**src/hdl/tw_regs.svh**
```systemverilog
/*
  Constants for the table-write execution block: pointer width, holding
  register count, field positions and reset values.
  Assumes inclusion by bare name from the package and from tw_exec.
*/
`ifndef TW_REGS_SVH
`define TW_REGS_SVH

`define TW_PTR_W 21
`define TW_HOLD_N 8
`define TW_HOLD_SEL_W 3
`define TW_BYTE_SEL_BIT 0
`define TW_PTR_RESET 21'h000000
`define TW_LATCH_RESET 8'h00
`define TW_HOLD_RESET 8'hFF
`define TW_INSTR_CYCLES 2

`endif

```
**src/hdl/tw_pkg.sv**
```systemverilog
/*
  Types shared by the table-write block.
  Assumes tw_regs.svh is on the include path.
*/
`include "tw_regs.svh"

package tw_pkg;

  // ==========================================================
  // Pointer update variant, encoded as in the instruction word
  typedef enum logic [1:0] {
    TW_PTR_KEEP = 2'h0,
    TW_PTR_POST_INC = 2'h1,
    TW_PTR_POST_DEC = 2'h2,
    TW_PTR_PRE_INC = 2'h3
  } tw_mode_t;

  // Phases of the four-phase instruction clock
  typedef enum logic [1:0] {
    TW_Q1,
    TW_Q2,
    TW_Q3,
    TW_Q4
  } tw_phase_t;

  // ==========================================================
  // Write to the holding array
  typedef struct packed {
    logic valid;
    logic [`TW_HOLD_SEL_W-1:0] sel;
    logic high_byte;
    logic [7:0] data;
  } tw_hold_wr_t;

endpackage

```
**src/hdl/tw_phase_gen.sv**
```systemverilog
/*
  Four-phase instruction clock generator: advances Q1..Q4 each system clock.
  Assumes one system clock per phase.
*/
`timescale 1ns/1ps
`default_nettype none

module tw_phase_gen
(
  input wire logic sys_clk_i,
  input wire logic rst_n_i,
  output var tw_pkg::tw_phase_t phase_o
);

  always_ff @(posedge sys_clk_i or negedge rst_n_i)
  begin
    if (!rst_n_i)
    begin
      phase_o <= tw_pkg::TW_Q1;
    end
    else
    begin
      case (phase_o)
        tw_pkg::TW_Q1: phase_o <= tw_pkg::TW_Q2;
        tw_pkg::TW_Q2: phase_o <= tw_pkg::TW_Q3;
        tw_pkg::TW_Q3: phase_o <= tw_pkg::TW_Q4;
        default: phase_o <= tw_pkg::TW_Q1;
      endcase
    end
  end

endmodule

`default_nettype wire

```
**src/hdl/tw_exec.sv**
```systemverilog
/*
  Table-write execution: moves the table latch byte into one of the
  programming holding registers chosen by the table pointer, and updates
  the pointer by the instruction's variant.
  Assumes the decoder raises table_write_instr_i for one system clock in
  Q1 of the decode cycle, and holds table_latch_i stable during execution.
*/
`timescale 1ns/1ps
`default_nettype none
`include "tw_regs.svh"

module tw_exec
#(
  parameter int PTR_W = `TW_PTR_W,
  parameter int HOLD_N = `TW_HOLD_N
)
(
  input wire logic sys_clk_i,
  input wire logic rst_n_i,
  input wire logic table_write_instr_i,
  input wire logic [1:0] mode_i,
  input wire logic [7:0] table_latch_i,
  input wire logic ptr_load_i,
  input wire logic [PTR_W-1:0] ptr_load_val_i,
  output logic [PTR_W-1:0] table_pointer_o,
  output var tw_pkg::tw_phase_t phase_o,
  output logic busy_o,
  output logic hold_we_o,
  output logic [`TW_HOLD_SEL_W-1:0] hold_sel_o,
  output logic hold_high_byte_o,
  output logic [7:0] hold_data_o,
  output logic [HOLD_N*8-1:0] hold_bank_o
);

  // ==========================================================
  // Elaboration checks
  if (PTR_W != `TW_PTR_W)
  begin : g_bad_ptr
    $error("tw_exec: pointer width must be 21");
  end
  if (HOLD_N != `TW_HOLD_N)
  begin : g_bad_hold
    $error("tw_exec: holding register count must be 8");
  end

  // ==========================================================
  // Phase and sequencing
  typedef enum logic [1:0] {
    TW_IDLE,
    TW_CYC1,
    TW_CYC2
  } tw_state_t;

  tw_pkg::tw_phase_t phase;
  tw_state_t state_q;
  tw_pkg::tw_mode_t mode_q;
  logic [PTR_W-1:0] ptr_q;
  logic [7:0] latch_q;
  tw_pkg::tw_hold_wr_t wr_d;
  logic [PTR_W-1:0] one;

  assign one = {{(PTR_W-1){1'b0}}, 1'b1};

  tw_phase_gen u_phase
  (
    .sys_clk_i(sys_clk_i),
    .rst_n_i(rst_n_i),
    .phase_o(phase)
  );

  // Two instruction cycles per table write
  always_ff @(posedge sys_clk_i or negedge rst_n_i)
  begin
    if (!rst_n_i)
    begin
      state_q <= TW_IDLE;
      mode_q <= tw_pkg::TW_PTR_KEEP;
    end
    else
    begin
      case (state_q)
        TW_IDLE:
          if (table_write_instr_i && phase == tw_pkg::TW_Q1)
          begin
            state_q <= TW_CYC1;
            mode_q <= tw_pkg::tw_mode_t'(mode_i);
          end
        TW_CYC1:
          if (phase == tw_pkg::TW_Q4)
          begin
            state_q <= TW_CYC2;
          end
        TW_CYC2:
          if (phase == tw_pkg::TW_Q4)
          begin
            state_q <= TW_IDLE;
          end
        default: state_q <= TW_IDLE;
      endcase
    end
  end

  // ==========================================================
  // Latch capture in Q2 of the second cycle
  always_ff @(posedge sys_clk_i or negedge rst_n_i)
  begin
    if (!rst_n_i)
    begin
      latch_q <= `TW_LATCH_RESET;
    end
    else if (state_q == TW_CYC2 && phase == tw_pkg::TW_Q2)
    begin
      latch_q <= table_latch_i;
    end
  end

  // ==========================================================
  // Table pointer
  always_ff @(posedge sys_clk_i or negedge rst_n_i)
  begin
    if (!rst_n_i)
    begin
      ptr_q <= `TW_PTR_RESET;
    end
    else if (state_q == TW_CYC1 && phase == tw_pkg::TW_Q4 &&
             mode_q == tw_pkg::TW_PTR_PRE_INC)
    begin
      ptr_q <= ptr_q + one;
    end
    else if (state_q == TW_CYC2 && phase == tw_pkg::TW_Q4)
    begin
      case (mode_q)
        tw_pkg::TW_PTR_POST_INC: ptr_q <= ptr_q + one;
        tw_pkg::TW_PTR_POST_DEC: ptr_q <= ptr_q - one;
        default: ptr_q <= ptr_q;
      endcase
    end
    else if (ptr_load_i && state_q == TW_IDLE)
    begin
      ptr_q <= ptr_load_val_i;
    end
  end

  // ==========================================================
  // Holding register write in Q4 of the second cycle
  always_comb
  begin
    wr_d.valid = (state_q == TW_CYC2) && (phase == tw_pkg::TW_Q4);
    wr_d.sel = ptr_q[`TW_HOLD_SEL_W-1:0];
    wr_d.high_byte = ptr_q[`TW_BYTE_SEL_BIT];
    wr_d.data = latch_q;
  end

  always_ff @(posedge sys_clk_i or negedge rst_n_i)
  begin
    if (!rst_n_i)
    begin
      hold_we_o <= 1'b0;
      hold_sel_o <= '0;
      hold_high_byte_o <= 1'b0;
      hold_data_o <= `TW_LATCH_RESET;
    end
    else
    begin
      hold_we_o <= wr_d.valid;
      hold_sel_o <= wr_d.sel;
      hold_high_byte_o <= wr_d.high_byte;
      hold_data_o <= wr_d.data;
    end
  end

  // Holding register array
  genvar gi;
  generate
    for (gi = 0; gi < HOLD_N; gi++)
    begin : g_hold
      always_ff @(posedge sys_clk_i or negedge rst_n_i)
      begin
        if (!rst_n_i)
        begin
          hold_bank_o[gi*8 +: 8] <= `TW_HOLD_RESET;
        end
        else if (wr_d.valid && wr_d.sel == (`TW_HOLD_SEL_W)'(gi))
        begin
          hold_bank_o[gi*8 +: 8] <= wr_d.data;
        end
      end
    end
  endgenerate

  // ==========================================================
  // Status outputs
  always_ff @(posedge sys_clk_i or negedge rst_n_i)
  begin
    if (!rst_n_i)
    begin
      table_pointer_o <= `TW_PTR_RESET;
      phase_o <= tw_pkg::TW_Q1;
      busy_o <= 1'b0;
    end
    else
    begin
      table_pointer_o <= ptr_q;
      phase_o <= phase;
      busy_o <= (state_q != TW_IDLE);
    end
  end

endmodule

`default_nettype wire

```
**config.mk**
```make
export PLATFORM = sky130hd
export DESIGN_NAME = tw_exec
export DESIGN_NICKNAME = d
export VERILOG_FILES = /design/src/hdl/tw_pkg.sv /design/src/hdl/tw_phase_gen.sv /design/src/hdl/tw_exec.sv
export VERILOG_INCLUDE_DIRS = /design/src /design/src/hdl
export SDC_FILE = /design/constraint.sdc
export NUM_CORES = 1
export LEC_CHECK = 0
export ABC_AREA = 1
export BUFFER_PORTS_ARGS = -buffer_cell sky130_fd_sc_hd__buf_4
export CORE_MARGIN = 10
export CORE_UTILIZATION = 55
export CTS_BUF_LIST = sky130_fd_sc_hd__clkbuf_4
export DETAILED_ROUTE_END_ITERATION = 8
export PLACE_DENSITY_LB_ADDON = 0.25
export RECOVER_POWER = 100
export SYNTH_ARGS = -nofsm -noshare
export SYNTH_HDL_FRONTEND = slang
export SYNTH_HIERARCHICAL = 1
export SYNTH_SLANG_ARGS = --single-unit
```
**constraint.sdc**
```tcl
create_clock -name sys_clk_i -period 4.5 [get_ports sys_clk_i]
set_input_delay 0 -clock sys_clk_i [delete_from_list [all_inputs] [get_ports sys_clk_i]]
set_output_delay 0 -clock sys_clk_i [all_outputs]
set_load 0.02 [all_outputs]
```
# Word level (Yosys, flattened, before mapping)
# Cells that the tools add are included.
# classes
add_sub_neg,2
eq_ne,19
n_mux,9
reduce_logical,22
# op_table
op,n
21-bit 2-to-1 mux,3
21-bit one-hot mux with 2 select lines,1
"21-bit by 1-bit adder with 21-bit output, second input constant",1
"21-bit by 1-bit subtractor with 21-bit output, second input constant",1
1-bit logical AND,14
"3-bit equality test, second input constant",4
2-bit one-hot mux with 3 select lines,2
"2-bit equality test, second input constant",5
"2-bit by 1-bit equality test with 1-bit output, second input constant",3
"3-bit by 2-bit equality test with 1-bit output, second input constant",2
2-bit 2-to-1 mux,3
2-bit zero test,2
"2-bit by 1-bit inequality test with 1-bit output, second input constant",2
"4-bit by 1-bit inequality test with 1-bit output, second input constant",1
2-bit AND reduction,2
"3-bit by 1-bit equality test with 1-bit output, second input constant",1
3-bit zero test,1
3-bit AND reduction,1
3-bit nonzero test,1
"2-bit inequality test, second input constant",1
2-bit nonzero test,1
# totals
register_bits,136
input_bits,35
out_inout_bits,101
wordCells,72

# Logic depth before layout (Yosys ltp)
# depth
ltp_word,5
mapped_depth,12
ltp_nobuf,12

# Hierarchy
# The synthesis kept the hierarchy.
# by_module_without_submodules
mod,instances,cells_per_inst,area_each_um2,seq_area_each_um2
tw_exec,1,702,6162.2,3333.2
tw_phase_gen,1,9,102.6,50.0

# Least setup slack after synthesis
# Ideal clock, no wire load.
# synth_timing
path_kind,register to register
startpoint,register ptr_q[0]
endpoint,register ptr_q[20]
setup_time_ns,0.117
arrival_ns,1.473
required_ns,4.383
setup_slack_ns,2.910
path_stages_with_launch,12
path_buffers,0
synth_period_minus_slack_ns,1.590
cell_sequence,dfrtp_1 -> inv_1 -> ha_1 -> nand2_1 -> nor2_4 -> nand3_1 -> nor2_1 -> nand2_1 -> nand3_1 -> nand2_1 -> nor2_1 -> nor2_1
# synth_between
elab_chain_len,4
elab_cells_between_ends,5
cone_classes,add/sub (2); mux (3)
# synth_rtl
element,line,rtl
start: declaration,tw_exec.sv:57,logic [PTR_W-1:0] ptr_q;
start signal: assignment,tw_exec.sv:123,ptr_q <= `TW_PTR_RESET;
start signal: assignment,tw_exec.sv:128,ptr_q <= ptr_q + one;
start signal: assignment,tw_exec.sv:133,tw_pkg::TW_PTR_POST_INC: ptr_q <= ptr_q + one;
21-bit by 1-bit subtractor with 21-bit output or 21-bit by 1-bit adder with 21-bit output (tied branches),"tw_exec.sv:134, tw_exec.sv:128, tw_exec.sv:133",
21-bit one-hot mux with 2 select lines,tw_exec.sv:132,case (mode_q)
21-bit 2-to-1 mux,tw_exec.sv:130,else if (state_q == TW_CYC2 && phase == tw_pkg::TW_Q4)
21-bit 2-to-1 mux *,tw_exec.sv:125,else if (state_q == TW_CYC1 && phase == tw_pkg::TW_Q4 &&
# Every way passes the cells marked *; elsewhere a longest branch is shown, timed or not.
# A chain may end at the register's enable or synchronous reset.

# Worst setup path after layout
# layout_timing
startpoint,register u_phase.phase_o[1]
endpoint,register ptr_q[18]
# layout_between
elab_chain_len,5
elab_cells_between_ends,9
cone_classes,eq/ne (2); mux (2); reduce/logical (5)
# layout_rtl
element,line,rtl
start: declaration,tw_phase_gen.sv:12,output var tw_pkg::tw_phase_t phase_o
start signal: assignment,tw_phase_gen.sv:19,phase_o <= tw_pkg::TW_Q1;
start signal: assignment,tw_phase_gen.sv:24,tw_pkg::TW_Q1: phase_o <= tw_pkg::TW_Q2;
start signal: assignment,tw_phase_gen.sv:25,tw_pkg::TW_Q2: phase_o <= tw_pkg::TW_Q3;
2-bit equality test *,"tw_exec.sv:125, tw_exec.sv:130",
1-bit logical AND (2 in a row),tw_exec.sv:125,
4-bit by 1-bit inequality test with 1-bit output (no source line) or 3-bit nonzero test (tied branches),--,
2-bit AND reduction (no source line),--,
# Marks and branches as above.

==> out/qor.csv <==
metric,value,unit
worst slew pin tran,2.06,ns
Final GP Congestion,0.910,
power density cells,489,mW/mm²
Sequential Area,0.00338,mm²
first-pass GRT wire length,28100,µm
drt pass-1 iters,6,
Mean Syn Cell Area,8.81,µm²
Slew HR,-0.377,
width of the die,127,µm
# setup viols final,0,
Die H,127,µm
"Top FF cell, synth",dfrtp_1,
Yosys top cell by area,dfrtp_1,
RSZ-0062 raised after global routing,false,
Synth Cell Area,0.00626,mm²
fraction of layout cells with a size suffix above 1,0.175,
"CTS clk-pin slew, worst paths",0.14,ns
final net count,918,
top cell type's share of synthesized area,0.272,
starting density of the core,0.570,
setup TNS,0,ns
GRT overflow,0,
Final Slew Violations,88,
maximum vdd drop,0.000288,V
max-cap viol count,1,
CTS tree,built,
critical path type,reg -> reg,
synth top area cells,"dfrtp_1, dfstp_2, nand2_1",
DP HPWL,12200,µm
final hold vios,0,
Routed Antenna Nets,0,
yosys warns,6,
"EDFF count, synth",0,
crit end category,register,
fin crit share,0.685,
Critical Path AT,3.54,ns
vias in the first global route,5436,
filler instances,920,
Leakage,3.48,nW
Overall Global Routing Usage,0.215,
area of the multi-input gates,0.00231,mm²
Critical Path RT,4.96,ns
IO Port Bufs,135,
synth unique cells,34,
CTS Buffer Depth,2,
sequential area share after synthesis,0.540,
most common cell in the netlist,nand2_1,
status,"finished, violations left",
syn nets,756,
Hold/Removal Path Class,in -> reg,
post-route cell area,0.00759,mm²
DP Area,0.00725,mm²
via count,5502,
skew final,0.0242,ns
DIE AREA,0.0161,mm²
Resized cells post-CTS,0,
Crit Path Max Fanout,22,
initial DRC count,585,
io pins,136,
CTS Sinks,132,
ANT cells,0,
# rows,38,
post-DR vias/cell,5.36,
Core Box Area,0.0110,mm²
overall power,3.72,mW
total CTS buffers,17,
Skew-Pair Late Insertion Delay,0.55,ns
Critical Path Source Type,register,
synthesis-to-layout area growth,21.2,%
htree depth,4,
# DRC,0,
initial antenna violation count,0,
routed len/inst,17.0,µm
clk root buf,clkbuf_4,
register bit total from synthesis,132,
ys async rst share,1.00,
failing checks,"capacitance limit, slew limit",
fin crit period,3.08,ns
Mapped Cells,711,
largest net degree at the start of global routing,88,
fmax,325,MHz
total wire length,17500,µm
Synth top cells by count,"nand2_1, o21ai_0, nor2_1",
==> report_power, final <==
| group | switching, mW | internal [mW] |
|---|---|---|
| combinational | 0.787 | 0.349 |
| sequential | 0.249 | 1.51 |
| clock | 0.473 | 0.351 |
| total | 1.51 | 2.21 |
==> worst paths after layout <==
path,from,endpoint,slack (ns),depth (start not counted)
setup / recovery,u_phase/phase_o[1],ptr_q[18],1.42,10
hold / removal,table_latch_i[2],latch_q[2],0.24,4
setup reg to reg,u_phase/phase_o[1],ptr_q[18],1.42,10
hold reg to reg,latch_q[7],hold_data_o[7],0.39,0
max in group asynchronous,rst_n_i,hold_data_o[5],1.89,3
min in group asynchronous,rst_n_i,latch_q[3],0.56,2
==> metal layers <==
layer / global-route usage / share of wire / vias up
li1: - / - / 2612
met1: 0.277 / 0.42 / 2591
met2: 0.344 / 0.48 / 268
met3: 0.0575 / 0.085 / 31
met4: 0.0723 / 0.018 / 0
met5: 0 / 0 / -
==> critical path, cell delays in order, from the launching register on <==
cell	delay [ns]
dfrtp_1	0.47
nand2_1	0.16
clkinv_1	0.09
nand2_1	0.13
nor2_1	0.40
nand3_2	0.12
nand2_1	0.60
inv_1	0.60
nand2_1	0.20
clkinv_1	0.07
a21oi_1	0.15
==> through the flow <==
| stage | hold slack, ns | setup slack [ns] | std cells | util |
|---|---|---|---|---|
| 2_1_floorplan | -0.296 | 2.91 | 711 | - |
| 3_5_place_dp | 0.254 | 2.41 | 957 | 0.660 |
| 4_1_cts | 0.162 | 2.29 | 1026 | 0.721 |
| 6_report | 0.241 | 1.42 | 1026 | 0.692 |
| 3_3_place_gp | 0.246 | 2.49 | 957 | 0.660 |
| 5_1_grt | 0.225 | 1.17 | 1026 | 0.692 |
==> state kept, by name, summed over array words and instances, names as in the netlist <==
| name | flops |
|---|---|
| hold_we_o | 1 |
| u_phase/phase_o | 2 |
| state_q | 2 |
| hold_data_o | 8 |
| ptr_q | 21 |
| latch_q | 8 |
| busy_o | 1 |
| hold_bank_o | 64 |
| mode_q | 2 |
| phase_o | 2 |
| table_pointer_o | 21 |
==> what timing repair did <==
item,4_1_cts,5_1_grt
hold endpoints to repair,91,0
hold buffers,37,0
setup buffers,0,0
==> cell families (layout without fill, tap and decap cells) <==
family                     after synthesis  in the layout  synth area share
and+or+nand+nor                        337            337             0.249
adders and majority gates               10             10            0.0200
DFF                                    132            132             0.540
xor gates and xnor gates                 9              9            0.0126
buffers and inverters                   98            273            0.0745
AOI/OAI and AO/OA                      125            125             0.104
==> placed cells by master (no fill, tap or decap), drive strengths merged, types with 7 or more instances in the layout <==
master	synthesis	layout
nand2	172	172
dlygate4sd3	0	37
inv	68	69
buf	24	77
ha	10	10
clkinv	0	7
clkbuf	6	78
nor2	83	83
xor2	9	9
o21ai	92	92
dfstp	64	64
dfrtp	68	68
a21oi	23	23
nand3	69	69
==> final cells by class <==
type                            count  share of cell area
Clock buffer                       19              0.0188
Timing Repair Buffer              173               0.154
Sequential cell                   132               0.445
Tap cell                          140              0.0231
Clock inverter                     13              0.0201
Inverter                           68              0.0336
Multi-Input combinational cell    481               0.305
(Power assumes the default switching activity.)
